File: config.mk
export PLATFORM = sky130hd
export DESIGN_NAME = sadc_sequencer
export DESIGN_NICKNAME = d
export VERILOG_FILES = /design/src/shared/sadc_pkg.sv /design/src/hdl/sadc_sequencer.sv
export SDC_FILE = /design/constraint.sdc
export NUM_CORES = 1
export LEC_CHECK = 0
export ABC_AREA = 1
export CAP_MARGIN = 10
export CORE_ASPECT_RATIO = 1.25
export CORE_MARGIN = 2
export CORE_UTILIZATION = 25
export DETAILED_ROUTE_END_ITERATION = 6
export DONT_BUFFER_PORTS = 1
export GPL_TIMING_DRIVEN = 0
export PLACE_DENSITY = 0.48
export SYNTH_ARGS = -nofsm -noshare
export SYNTH_HDL_FRONTEND = slang
export SYNTH_SLANG_ARGS = --single-unit
File: constraint.sdc
create_clock -name pclk -period 2.9 [get_ports pclk]
set_input_delay 0.145 -clock pclk [delete_from_list [all_inputs] [get_ports pclk]]
set_output_delay 0.145 -clock pclk [all_outputs]
set_load 0.005 [all_outputs]
File: src/shared/sadc_pkg.sv
// Package with register map, field positions, reset values and timing
// constants for the successive-approximation converter sequencer.
// Assumes a 50 MHz APB clock and an external analog comparator.
package sadc_pkg;

	// --------------------------------------------------------------
	// Register indices and byte addresses
	// --------------------------------------------------------------
	localparam logic [7:0] sadc_result_idx = 8'h0a;
	localparam logic [7:0] sadc_ctrl_idx = 8'h0b;
	localparam logic [7:0] sadc_irq_status_idx = 8'h0c;
	localparam logic [7:0] sadc_irq_mask_idx = 8'h0d;
	localparam logic [11:0] sadc_result_addr = {2'h0, sadc_result_idx, 2'h0};
	localparam logic [11:0] sadc_ctrl_addr = {2'h0, sadc_ctrl_idx, 2'h0};
	localparam logic [11:0] sadc_irq_status_addr =
		{2'h0, sadc_irq_status_idx, 2'h0};
	localparam logic [11:0] sadc_irq_mask_addr =
		{2'h0, sadc_irq_mask_idx, 2'h0};

	// --------------------------------------------------------------
	// Field positions and reset values
	// --------------------------------------------------------------
	localparam int sadc_done_bit = 7;
	localparam int sadc_on_bit = 5;
	localparam logic [7:0] sadc_ctrl_reset = 8'h00;
	localparam logic [7:0] sadc_result_reset = 8'h00;
	localparam logic [7:0] sadc_full_scale = 8'hff;
	localparam logic [7:0] sadc_zero_scale = 8'h00;

	// --------------------------------------------------------------
	// Timing
	// --------------------------------------------------------------
	localparam int sadc_clk_div = 4;
	localparam int sadc_conv_periods = 12;
	localparam int sadc_steps = 8;
	localparam int sadc_load_periods = sadc_conv_periods - sadc_steps;
	localparam logic [1:0] sadc_div_last = 2'(sadc_clk_div - 1);
	localparam logic [3:0] sadc_load_last = 4'(sadc_load_periods - 1);
	localparam logic [3:0] sadc_step_last = 4'(sadc_steps - 1);
	localparam int sadc_conv_cycles = sadc_conv_periods * sadc_clk_div;

	typedef enum logic [1:0] {
		sadc_off,
		sadc_load,
		sadc_approx
	} sadc_phase_t;

endpackage : sadc_pkg

File: src/hdl/sadc_sequencer.sv
// Sequencer for an 8-bit successive-approximation converter with APB
// register access. Assumes an external sample-and-hold and comparator
// that answer within one converter clock period.

// Summary of operation
// - An input at or above the upper reference yields code ff with no overflow flag.
// - An input at or below the lower reference yields code 00.
// - Each conversion is a sample phase then 8 approximation steps with the capacitor isolated.
// - While on, sample and conversion phases repeat back to back on their own.
// - A conversion lasts 12 converter clocks, each four CPU clocks long.
// - Setting the on bit (bit 5) starts converting until the bit is cleared.
// - Each finished conversion sets the done flag (bit 7) and interrupt status bit 0, which drives irq when bit 0 of the mask is set.
// - A result stays stable until the next conversion finishes.
// - A control write with the on bit set aborts, clears the done flag and restarts sampling.
// - Reading the result or writing control clears the done flag.
// - With the on bit clear no conversion runs.
// - Channel select bits 3:0 give the input index 0 to 15 in binary.
// - Reset clears all four registers and the result is read-only.
// - CPU wait mode has no effect on the converter.
module sadc_sequencer
	import sadc_pkg::*;
(
	input wire logic pclk,
	input wire logic presetn,
	input wire logic psel,
	input wire logic penable,
	input wire logic pwrite,
	input wire logic [11:0] paddr,
	input wire logic [31:0] pwdata,
	output logic [31:0] prdata,
	output logic pready,
	output logic pslverr,
	input wire logic cpu_wait,
	input wire logic comp_above,
	input wire logic at_upper_ref,
	input wire logic at_lower_ref,
	output logic [3:0] channel_select,
	output logic sample_connect,
	output logic [7:0] dac_code,
	output logic converter_on,
	output logic irq
);

	// --------------------------------------------------------------
	// State
	// --------------------------------------------------------------
	typedef struct packed {
		logic [7:0] ctrl;
		logic [7:0] result;
		logic [7:0] trial;
		logic [1:0] div;
		logic [3:0] count;
		sadc_phase_t phase;
		logic [1:0] irq_status;
		logic [1:0] irq_mask;
		logic [31:0] rdata;
	} sadc_state_t;

	sadc_state_t st;
	sadc_state_t next_st;

	function automatic logic [7:0] bit_mask(input logic [3:0] pos);
		bit_mask = 8'h80 >> pos;
	endfunction

	function automatic logic [5:0] elapsed(input sadc_phase_t ph,
		input logic [3:0] cnt, input logic [1:0] dv);
		elapsed = {cnt, dv};
		if (ph == sadc_approx) begin
			elapsed = 6'(elapsed + 6'(sadc_load_periods * sadc_clk_div));
		end
	endfunction

	logic acc;
	logic wr_ctrl;
	logic rd_result;
	logic tick;
	logic conv_end;
	logic [7:0] final_code;
	logic [7:0] kept;

	assign acc = psel && penable;
	assign wr_ctrl = acc && pwrite && paddr == sadc_ctrl_addr;
	assign rd_result = acc && !pwrite && paddr == sadc_result_addr;
	assign tick = st.div == sadc_div_last;
	assign conv_end = st.phase == sadc_approx && tick
		&& st.count == sadc_step_last;
	assign kept = comp_above ? st.trial
		: st.trial & ~bit_mask(st.count);

	// --------------------------------------------------------------
	// Next state
	// --------------------------------------------------------------
	always_comb begin
		next_st = st;
		final_code = kept;
		if (at_upper_ref) begin
			final_code = sadc_full_scale;
		end else if (at_lower_ref) begin
			final_code = sadc_zero_scale;
		end
		next_st.div = 2'(st.div + 2'h1);
		// The converter ignores cpu_wait entirely.
		case (st.phase)
			sadc_off: begin
				next_st.div = 2'h0;
				next_st.count = 4'h0;
				if (st.ctrl[sadc_on_bit]) begin
					next_st.phase = sadc_load;
				end
			end
			sadc_load: begin
				if (tick) begin
					next_st.count = 4'(st.count + 4'h1);
					if (st.count == sadc_load_last) begin
						next_st.phase = sadc_approx;
						next_st.count = 4'h0;
						next_st.trial = bit_mask(4'h0);
					end
				end
			end
			sadc_approx: begin
				if (tick) begin
					next_st.count = 4'(st.count + 4'h1);
					next_st.trial = kept | bit_mask(4'(st.count + 4'h1));
					if (conv_end) begin
						next_st.result = final_code;
						next_st.ctrl[sadc_done_bit] = 1'b1;
						next_st.irq_status[0] = 1'b1;
						next_st.phase = sadc_load;
						next_st.count = 4'h0;
					end
				end
			end
			default: begin
				next_st.phase = sadc_off;
			end
		endcase
		if (!st.ctrl[sadc_on_bit]) begin
			next_st.phase = sadc_off;
		end
		// Register writes and read side effects.
		if (rd_result && !conv_end) begin
			next_st.ctrl[sadc_done_bit] = 1'b0;
		end
		if (acc && pwrite) begin
			case (paddr)
				sadc_ctrl_addr: begin
					next_st.ctrl = {1'b0, 1'b0, pwdata[5], 1'b0,
						pwdata[3:0]};
					if (pwdata[sadc_on_bit]) begin
						next_st.phase = sadc_load;
						next_st.div = 2'h0;
						next_st.count = 4'h0;
					end else begin
						next_st.phase = sadc_off;
					end
				end
				sadc_irq_status_addr: begin
					next_st.irq_status = (st.irq_status & ~pwdata[1:0])
						| {wr_ctrl, conv_end};
				end
				sadc_irq_mask_addr: begin
					next_st.irq_mask = pwdata[1:0];
				end
				default: begin
				end
			endcase
		end
		if (wr_ctrl) begin
			next_st.irq_status[1] = 1'b1;
		end
		next_st.rdata = 32'h0;
		if (psel && !penable && !pwrite) begin
			case (paddr)
				sadc_result_addr: next_st.rdata = {24'h0, st.result};
				sadc_ctrl_addr: next_st.rdata = {24'h0, st.ctrl};
				sadc_irq_status_addr: next_st.rdata = {30'h0, st.irq_status};
				sadc_irq_mask_addr: next_st.rdata = {30'h0, st.irq_mask};
				default: next_st.rdata = 32'h0;
			endcase
		end
	end

	always_ff @(posedge pclk or negedge presetn) begin
		if (!presetn) begin
			st <= '{ctrl: sadc_ctrl_reset, result: sadc_result_reset,
				trial: 8'h00, div: 2'h0, count: 4'h0, phase: sadc_off,
				irq_status: 2'h0, irq_mask: 2'h0,
				rdata: 32'h0};
		end else begin
			st <= next_st;
		end
	end

	// --------------------------------------------------------------
	// Outputs
	// --------------------------------------------------------------
	assign prdata = st.rdata;
	assign pready = 1'b1;
	assign pslverr = 1'b0;
	assign channel_select = st.ctrl[3:0];
	assign sample_connect = st.phase == sadc_load;
	assign dac_code = st.trial;
	assign converter_on = st.ctrl[sadc_on_bit];
	assign irq = |(st.irq_status & st.irq_mask);
endmodule // sadc_sequencer

Word level (Yosys, flattened, before mapping)
Cells that the tools add are included.
{"block": "word_totals", "reg_bits": 66, "out_inout_bits": 49}
{"block": "classes", "n_shift": 2, "bitwise_logic": 7, "muxes": 33, "addsub": 2, "reduce_logical": 23, "n_eq_ne": 12}
{"op": "$mux W8", "n": 10}
{"op": "$eq A12 B6 Y1 const B", "n": 4}
{"op": "$pmux W8 S4", "n": 1}
{"op": "$mux W6", "n": 5}
{"op": "$pmux W8 S2", "n": 1}
{"op": "$shr A8 B4 Y8 const A", "n": 2}
{"op": "$mux W12", "n": 1}
{"op": "$pmux W4 S3", "n": 1}
{"op": "$logic_and A1 B1 Y1", "n": 10}
{"op": "$mux W1", "n": 9}
{"op": "$and A8 B8 Y8", "n": 1}
{"op": "$mux W2", "n": 4}
{"op": "$not A8 Y8", "n": 1}
{"op": "$or A8 B8 Y8", "n": 1}
{"op": "$pmux W2 S3", "n": 1}
{"op": "$reduce_and A2 Y1", "n": 3}
{"op": "$reduce_bool A2 Y1", "n": 3}
{"op": "$add A4 B1 Y4 const B", "n": 1}
{"op": "$and A2 B2 Y2", "n": 2}
{"op": "$eq A2 B2 Y1 const B", "n": 2}
{"op": "$eq A4 B2 Y1 const B", "n": 1}
{"op": "$eq A4 B3 Y1 const B", "n": 1}
{"op": "$ne A2 B1 Y1 const B", "n": 2}
{"op": "$reduce_and A4 Y1", "n": 1}
{"op": "other kinds (9)", "n": 11}

Depth between registers and ports, before layout
{"block": "logic_depth", "ltp_word": 10, "depth_mapped": 11}

Worst setup path before layout
No wires, ideal clock.
{"block": "synth_path", "path_type": "reg2reg", "from": "register st[39] (netlist bit)", "to": "register st[52] (netlist bit)", "setup_ns": 0.122, "arrival_time_ns": 1.292, "path_stages_with_launch": 8, "period_less_slack_ns": 1.415, "path_slack_ns": 1.485, "n_path_buf": 0, "cell_sequence": "dfrtp_1 -> ha_1 -> nand2_2 -> nor2_4 -> nand2_4 -> nor2_4 -> o21a_1 -> a21oi_1"}
{"block": "synth_between", "elab_chain_len": 6, "word_cells_on_any_way": 9, "classes_between": "eq/ne: 1; shift: 1; mux: 3; bitwise: 2; reduce/logical: 2"}
{"item": "from (decl)", "line": "sadc_sequencer.sv:59", "text": "sadc_state_t st;"}
{"item": "from (signal assigned)", "line": "sadc_sequencer.sv:187", "text": "st <= '{ctrl: sadc_ctrl_reset, result: sadc_result_reset,"}
{"item": "from (signal assigned)", "line": "sadc_sequencer.sv:192", "text": "st <= next_st;"}
{"item": "$shr A8 B4 Y8", "line": "sadc_sequencer.sv:63", "text": "bit_mask = 8'h80 >> pos;"}
{"item": "$not A8 Y8", "line": "sadc_sequencer.sv:89", "text": ": st.trial & ~bit_mask(st.count);"}
{"item": "$and A8 B8 Y8", "line": "sadc_sequencer.sv:89"}
{"item": "$mux W8", "line": "sadc_sequencer.sv:88", "text": "assign kept = comp_above ? st.trial"}
{"item": "$mux W8", "line": "sadc_sequencer.sv:99", "text": "end else if (at_lower_ref) begin"}
{"item": "$mux W8", "line": "sadc_sequencer.sv:97", "text": "if (at_upper_ref) begin"}
Several ways; a longest one is shown, not always the timed one.
A chain may end at the register's enable or synchronous reset.

Final worst setup path
Ends and elaborated chain as after synthesis.

==> impl_metrics.sql <==
INSERT INTO impl_metrics (metric_group, metric, value, unit) VALUES
('outcome', 'run_status', 'completed', ''),
('power_and_ir_drop', 'part_of_the_total_power_dissipated_in_combinational_logic', '6.5', '%'),
('final_layout', 'multi_input_area', '1252', 'um2'),
('synthesis', 'synth_cells', '361', ''),
('die', 'initial_core_util', '25.94', '%'),
('synthesis', 'netlist_top_cells_count', 'sky130_fd_sc_hd__nand2_1, sky130_fd_sc_hd__buf_4, sky130_fd_sc_hd__dfrtp_1, sky130_fd_sc_hd__inv_1, sky130_fd_sc_hd__nand3_1', ''),
('final_layout', 'finalNetCount', '455', ''),
('placement', 'gp_routability_congestion', '0.9127', ''),
('placement', 'placement.io_buffers', '0', ''),
('die', 'die_boundary_height', '121.6', 'um'),
('worst_hold_path', 'min-delay-path-class', 'in -> reg', ''),
('synthesis', 'syn_avg_cell_area', '7.667', 'um2'),
('power_and_ir_drop', 'power_density', '403.5', 'nW/um2'),
('timing', 'clock_tree_skew_after_final_layout', '0.002801', 'ns'),
('timing', 'fin_setup_tns', '0', 'ns'),
('synthesis', 'synth_top_family_by_area', 'simple AND/OR/NAND/NOR gates', ''),
('clock_network', 'clk_latency', '0.28', 'ns'),
('synthesis', 'synth-compound-area-share', '8.454', '%'),
('timing', 'period_needed', '1.699', 'ns'),
('critical_path', 'crit_required', '3.07', 'ns'),
('clock_network', 'tritoncts_clock_tree', 'done', ''),
('clock_network', 'cts_hold_buf', '4', ''),
('synthesis', 'yosys.cell_types.count', '34', ''),
('critical_path', 'crit_chain', 'ha_1 -> nand2_2 -> nor2_4 -> nand2_4 -> nor2_4 -> o21a_1 -> a21oi_1', ''),
('drt', 'via_count', '2203', ''),
('die', 'ioPinCount', '102', ''),
('clock_network', 'ctsResizeCount', '0', ''),
('synthesis', 'dominantRegCellSynth', 'sky130_fd_sc_hd__dfrtp_1', ''),
('final_layout', 'area.growth.synth_to_final', '17.31', '%'),
('critical_path', 'cp_common_cell', 'sky130_fd_sc_hd__nor2_4', ''),
('global_routing', 'grt_overflow', '0', ''),
('global_routing', 'grt_start_max_net_pins', '43', ''),
('synthesis', 'synth-simple-area-share', '29.39', '%'),
('power_and_ir_drop', 'p_switching', '0.0002730', 'W'),
('synthesis', 'yosys.area_share.adder', '2.712', '%'),
('clock_network', 'clock_tree.buffer_depth', '2', ''),
('power_and_ir_drop', 'power.clock.fraction', '48.1', '%'),
('synthesis', 'synth_seq_area_share', '37.97', '%'),
('global_routing', 'grtUsageTotal', '11.05', '%'),
('power_and_ir_drop', 'internal-power', '0.001037', 'W'),
('synthesis', 'area_of_the_mapped_netlist', '2768', 'um2'),
('critical_path', 'cp_num_buf_inv', '0', ''),
('clock_network', 'cts.reportedPaths.clkPinSlew', '0.06', 'ns'),
('drt', 'totalWireLength', '6261', 'um'),
('synthesis', 'ys_warnings', '0', ''),
('drt', 'avgRoutedWirePerCell', '11.84', 'um'),
('power_and_ir_drop', 'worst_ir_drop_vdd', '0.1736', 'mV'),
('timing', 'setup_viol', '0', ''),
('final_layout', 'ff_latch_area', '1051', 'um2'),
('critical_path', 'cp-start-kind', 'flip-flop', ''),
('clock_network', 'cts_sinks', '42', ''),
('critical_path', 'crit_path_max_fanout', '9', ''),
('global_routing', 'first_global_vias', '2218', ''),
('flow_run', 'drv_cap', '0', ''),
('drt', 'first_pass_iters', '4', ''),
('synthesis', 'most_area_hungry_cell_type_in_the_yosys_netlist', 'sky130_fd_sc_hd__dfrtp_1', ''),
('timing', 'final.hold.worst_slack', '0.05764', 'ns'),
('power_and_ir_drop', 'power_switching_share', '20.83', '%'),
('global_routing', 'antenna_violations_before_repair', '0', ''),
('placement', 'place.detailed.hpwl', '4926', 'um'),
('power_and_ir_drop', 'power.sequential.fraction', '45.4', '%'),
('timing', 'grt_setup_unrepaired', 'false', ''),
('drt', 'drt.antenna.violating_nets', '0', ''),
('final_layout', 'final_layout_size_suffix_gt1_share', '22.17', '%'),
('critical_path', 'slowest_cp_cell', 'sky130_fd_sc_hd__dfrtp_1', ''),
('drt', 'drt_iter0_drc', '146', ''),
('critical_path', 'critical_path.endpoint_type', 'flip-flop', ''),
('synthesis', 'synthMostInstantiatedCell', 'sky130_fd_sc_hd__nand2_1', ''),
('drt', 'route.detailed.drc', '0', ''),
('synthesis', 'synth_mux_area_share', '0', '%'),
('timing', 'fmax', '588.5', 'MHz');
[power by group through the flow]
stage	Clock, W	Sequential, W	Combinational (W)
floorplan	0	0.000605	0.0000582
global placement	0	0.000606	0.0000636
detailed placement	0	0.000606	0.0000644
CTS	0.000658	0.000595	0.0000851
global route	0.000681	0.000595	0.0000963
finish	0.000631	0.000595	0.0000846
[layout make-up]
type                    instances  share of cell area, %
plain buffers                  50                  11.60
clock buffers                   6                  3.969
clock inverters                 2                  1.156
inverters                      47                  5.472
multi-input cells             246                  38.57
flip-flops and latches         42                  32.37
well taps                     132                  5.087
repair buffers                  4                  1.773
[layout by cell type, fill, tap and decap left out, drive strengths merged]
cell type	Yosys	routed
a22o	1	1
xor2	2	2
a22oi	2	2
dfrtp	42	42
a21oi	21	21
a31oi	1	1
a32oi	1	1
ha	6	6
nor2	32	32
o21a	1	1
bufinv	0	1
o21ai	12	12
nand2	95	95
clkbuf	0	6
buf	50	51
clkinv	1	1
conb	2	26
or2	1	1
o2111ai	1	1
a21boi	1	1
nor3	8	8
dlygate4sd3	0	3
nand4	7	7
o22ai	1	1
nand3	27	27
inv	46	46
clkinvlp	0	1
[metal layers]
metal | track usage, % | vias up | wire [um]
met5 | 0 | - | 0
met4 | 2.691 | 0 | 56
met3 | 2.582 | 6 | 403
met2 | 19.18 | 68 | 3168
met1 | 13.91 | 990 | 2632
li1 | - | 1139 | -
[stage by stage]
step	instance area, um2	total power, W	cells	setup WS [ns]
final	3247	0.001310	529	1.201
after global routing	3247	0.001373	529	1.031
after CTS	3247	0.001338	529	1.206
after detailed placement	3023	0.0006705	517	1.211
after global placement	3023	0.0006694	517	1.220
after floorplan	2858	0.0006629	385	1.485
[worst reg2reg max path, stage by stage (launching register included)]
cell and delay [ns]:
sky130_fd_sc_hd__dfrtp_1 0.45, sky130_fd_sc_hd__ha_1 0.33, sky130_fd_sc_hd__nand2_2 0.10, sky130_fd_sc_hd__nor2_4 0.18, sky130_fd_sc_hd__nand2_4 0.14, sky130_fd_sc_hd__nor2_4 0.19, sky130_fd_sc_hd__o21a_1 0.17, sky130_fd_sc_hd__a21oi_1 0.04
[logic make-up (layout without fill, tap and decap cells)]
logic type / count (synthesis) / count (layout)
buf+inv: 97 / 109
flops: 42 / 42
fa+ha+maj: 6 / 6
xor+xnor: 2 / 2
simple gates: 170 / 170
other cells: 2 / 26
compound gates: 42 / 42
[final timing paths]
kind / slack (ns) / end / cells after the start / from
setup reg to reg: 1.20 / st[52]$_DFFE_PN0P_ / 7 / st[39]$_DFF_PN0_
hold / removal: 0.06 / st[33]$_DFFE_PN0P_ / 2 / pwdata[1]
hold reg to reg: 0.51 / prdata[4]$_DFF_PN0_ / 2 / st[56]$_DFFE_PN0P_
max in group asynchronous: 2.35 / st[40]$_DFF_PN0_ / 2 / presetn
min in group asynchronous: 0.35 / dac_code[6]$_DFFE_PN0P_ / 2 / presetn
setup / recovery: 1.20 / st[52]$_DFFE_PN0P_ / 7 / st[39]$_DFF_PN0_
[sequential cells by signal, summed over array words and instances, names as in the netlist]
| signal | count |
|---|---|
| st | 21 |
| dac_code | 8 |
| prdata | 8 |
| channel_select | 4 |
| converter_on | 1 |
No activity file was read; power rests on OpenSTA's default activity.
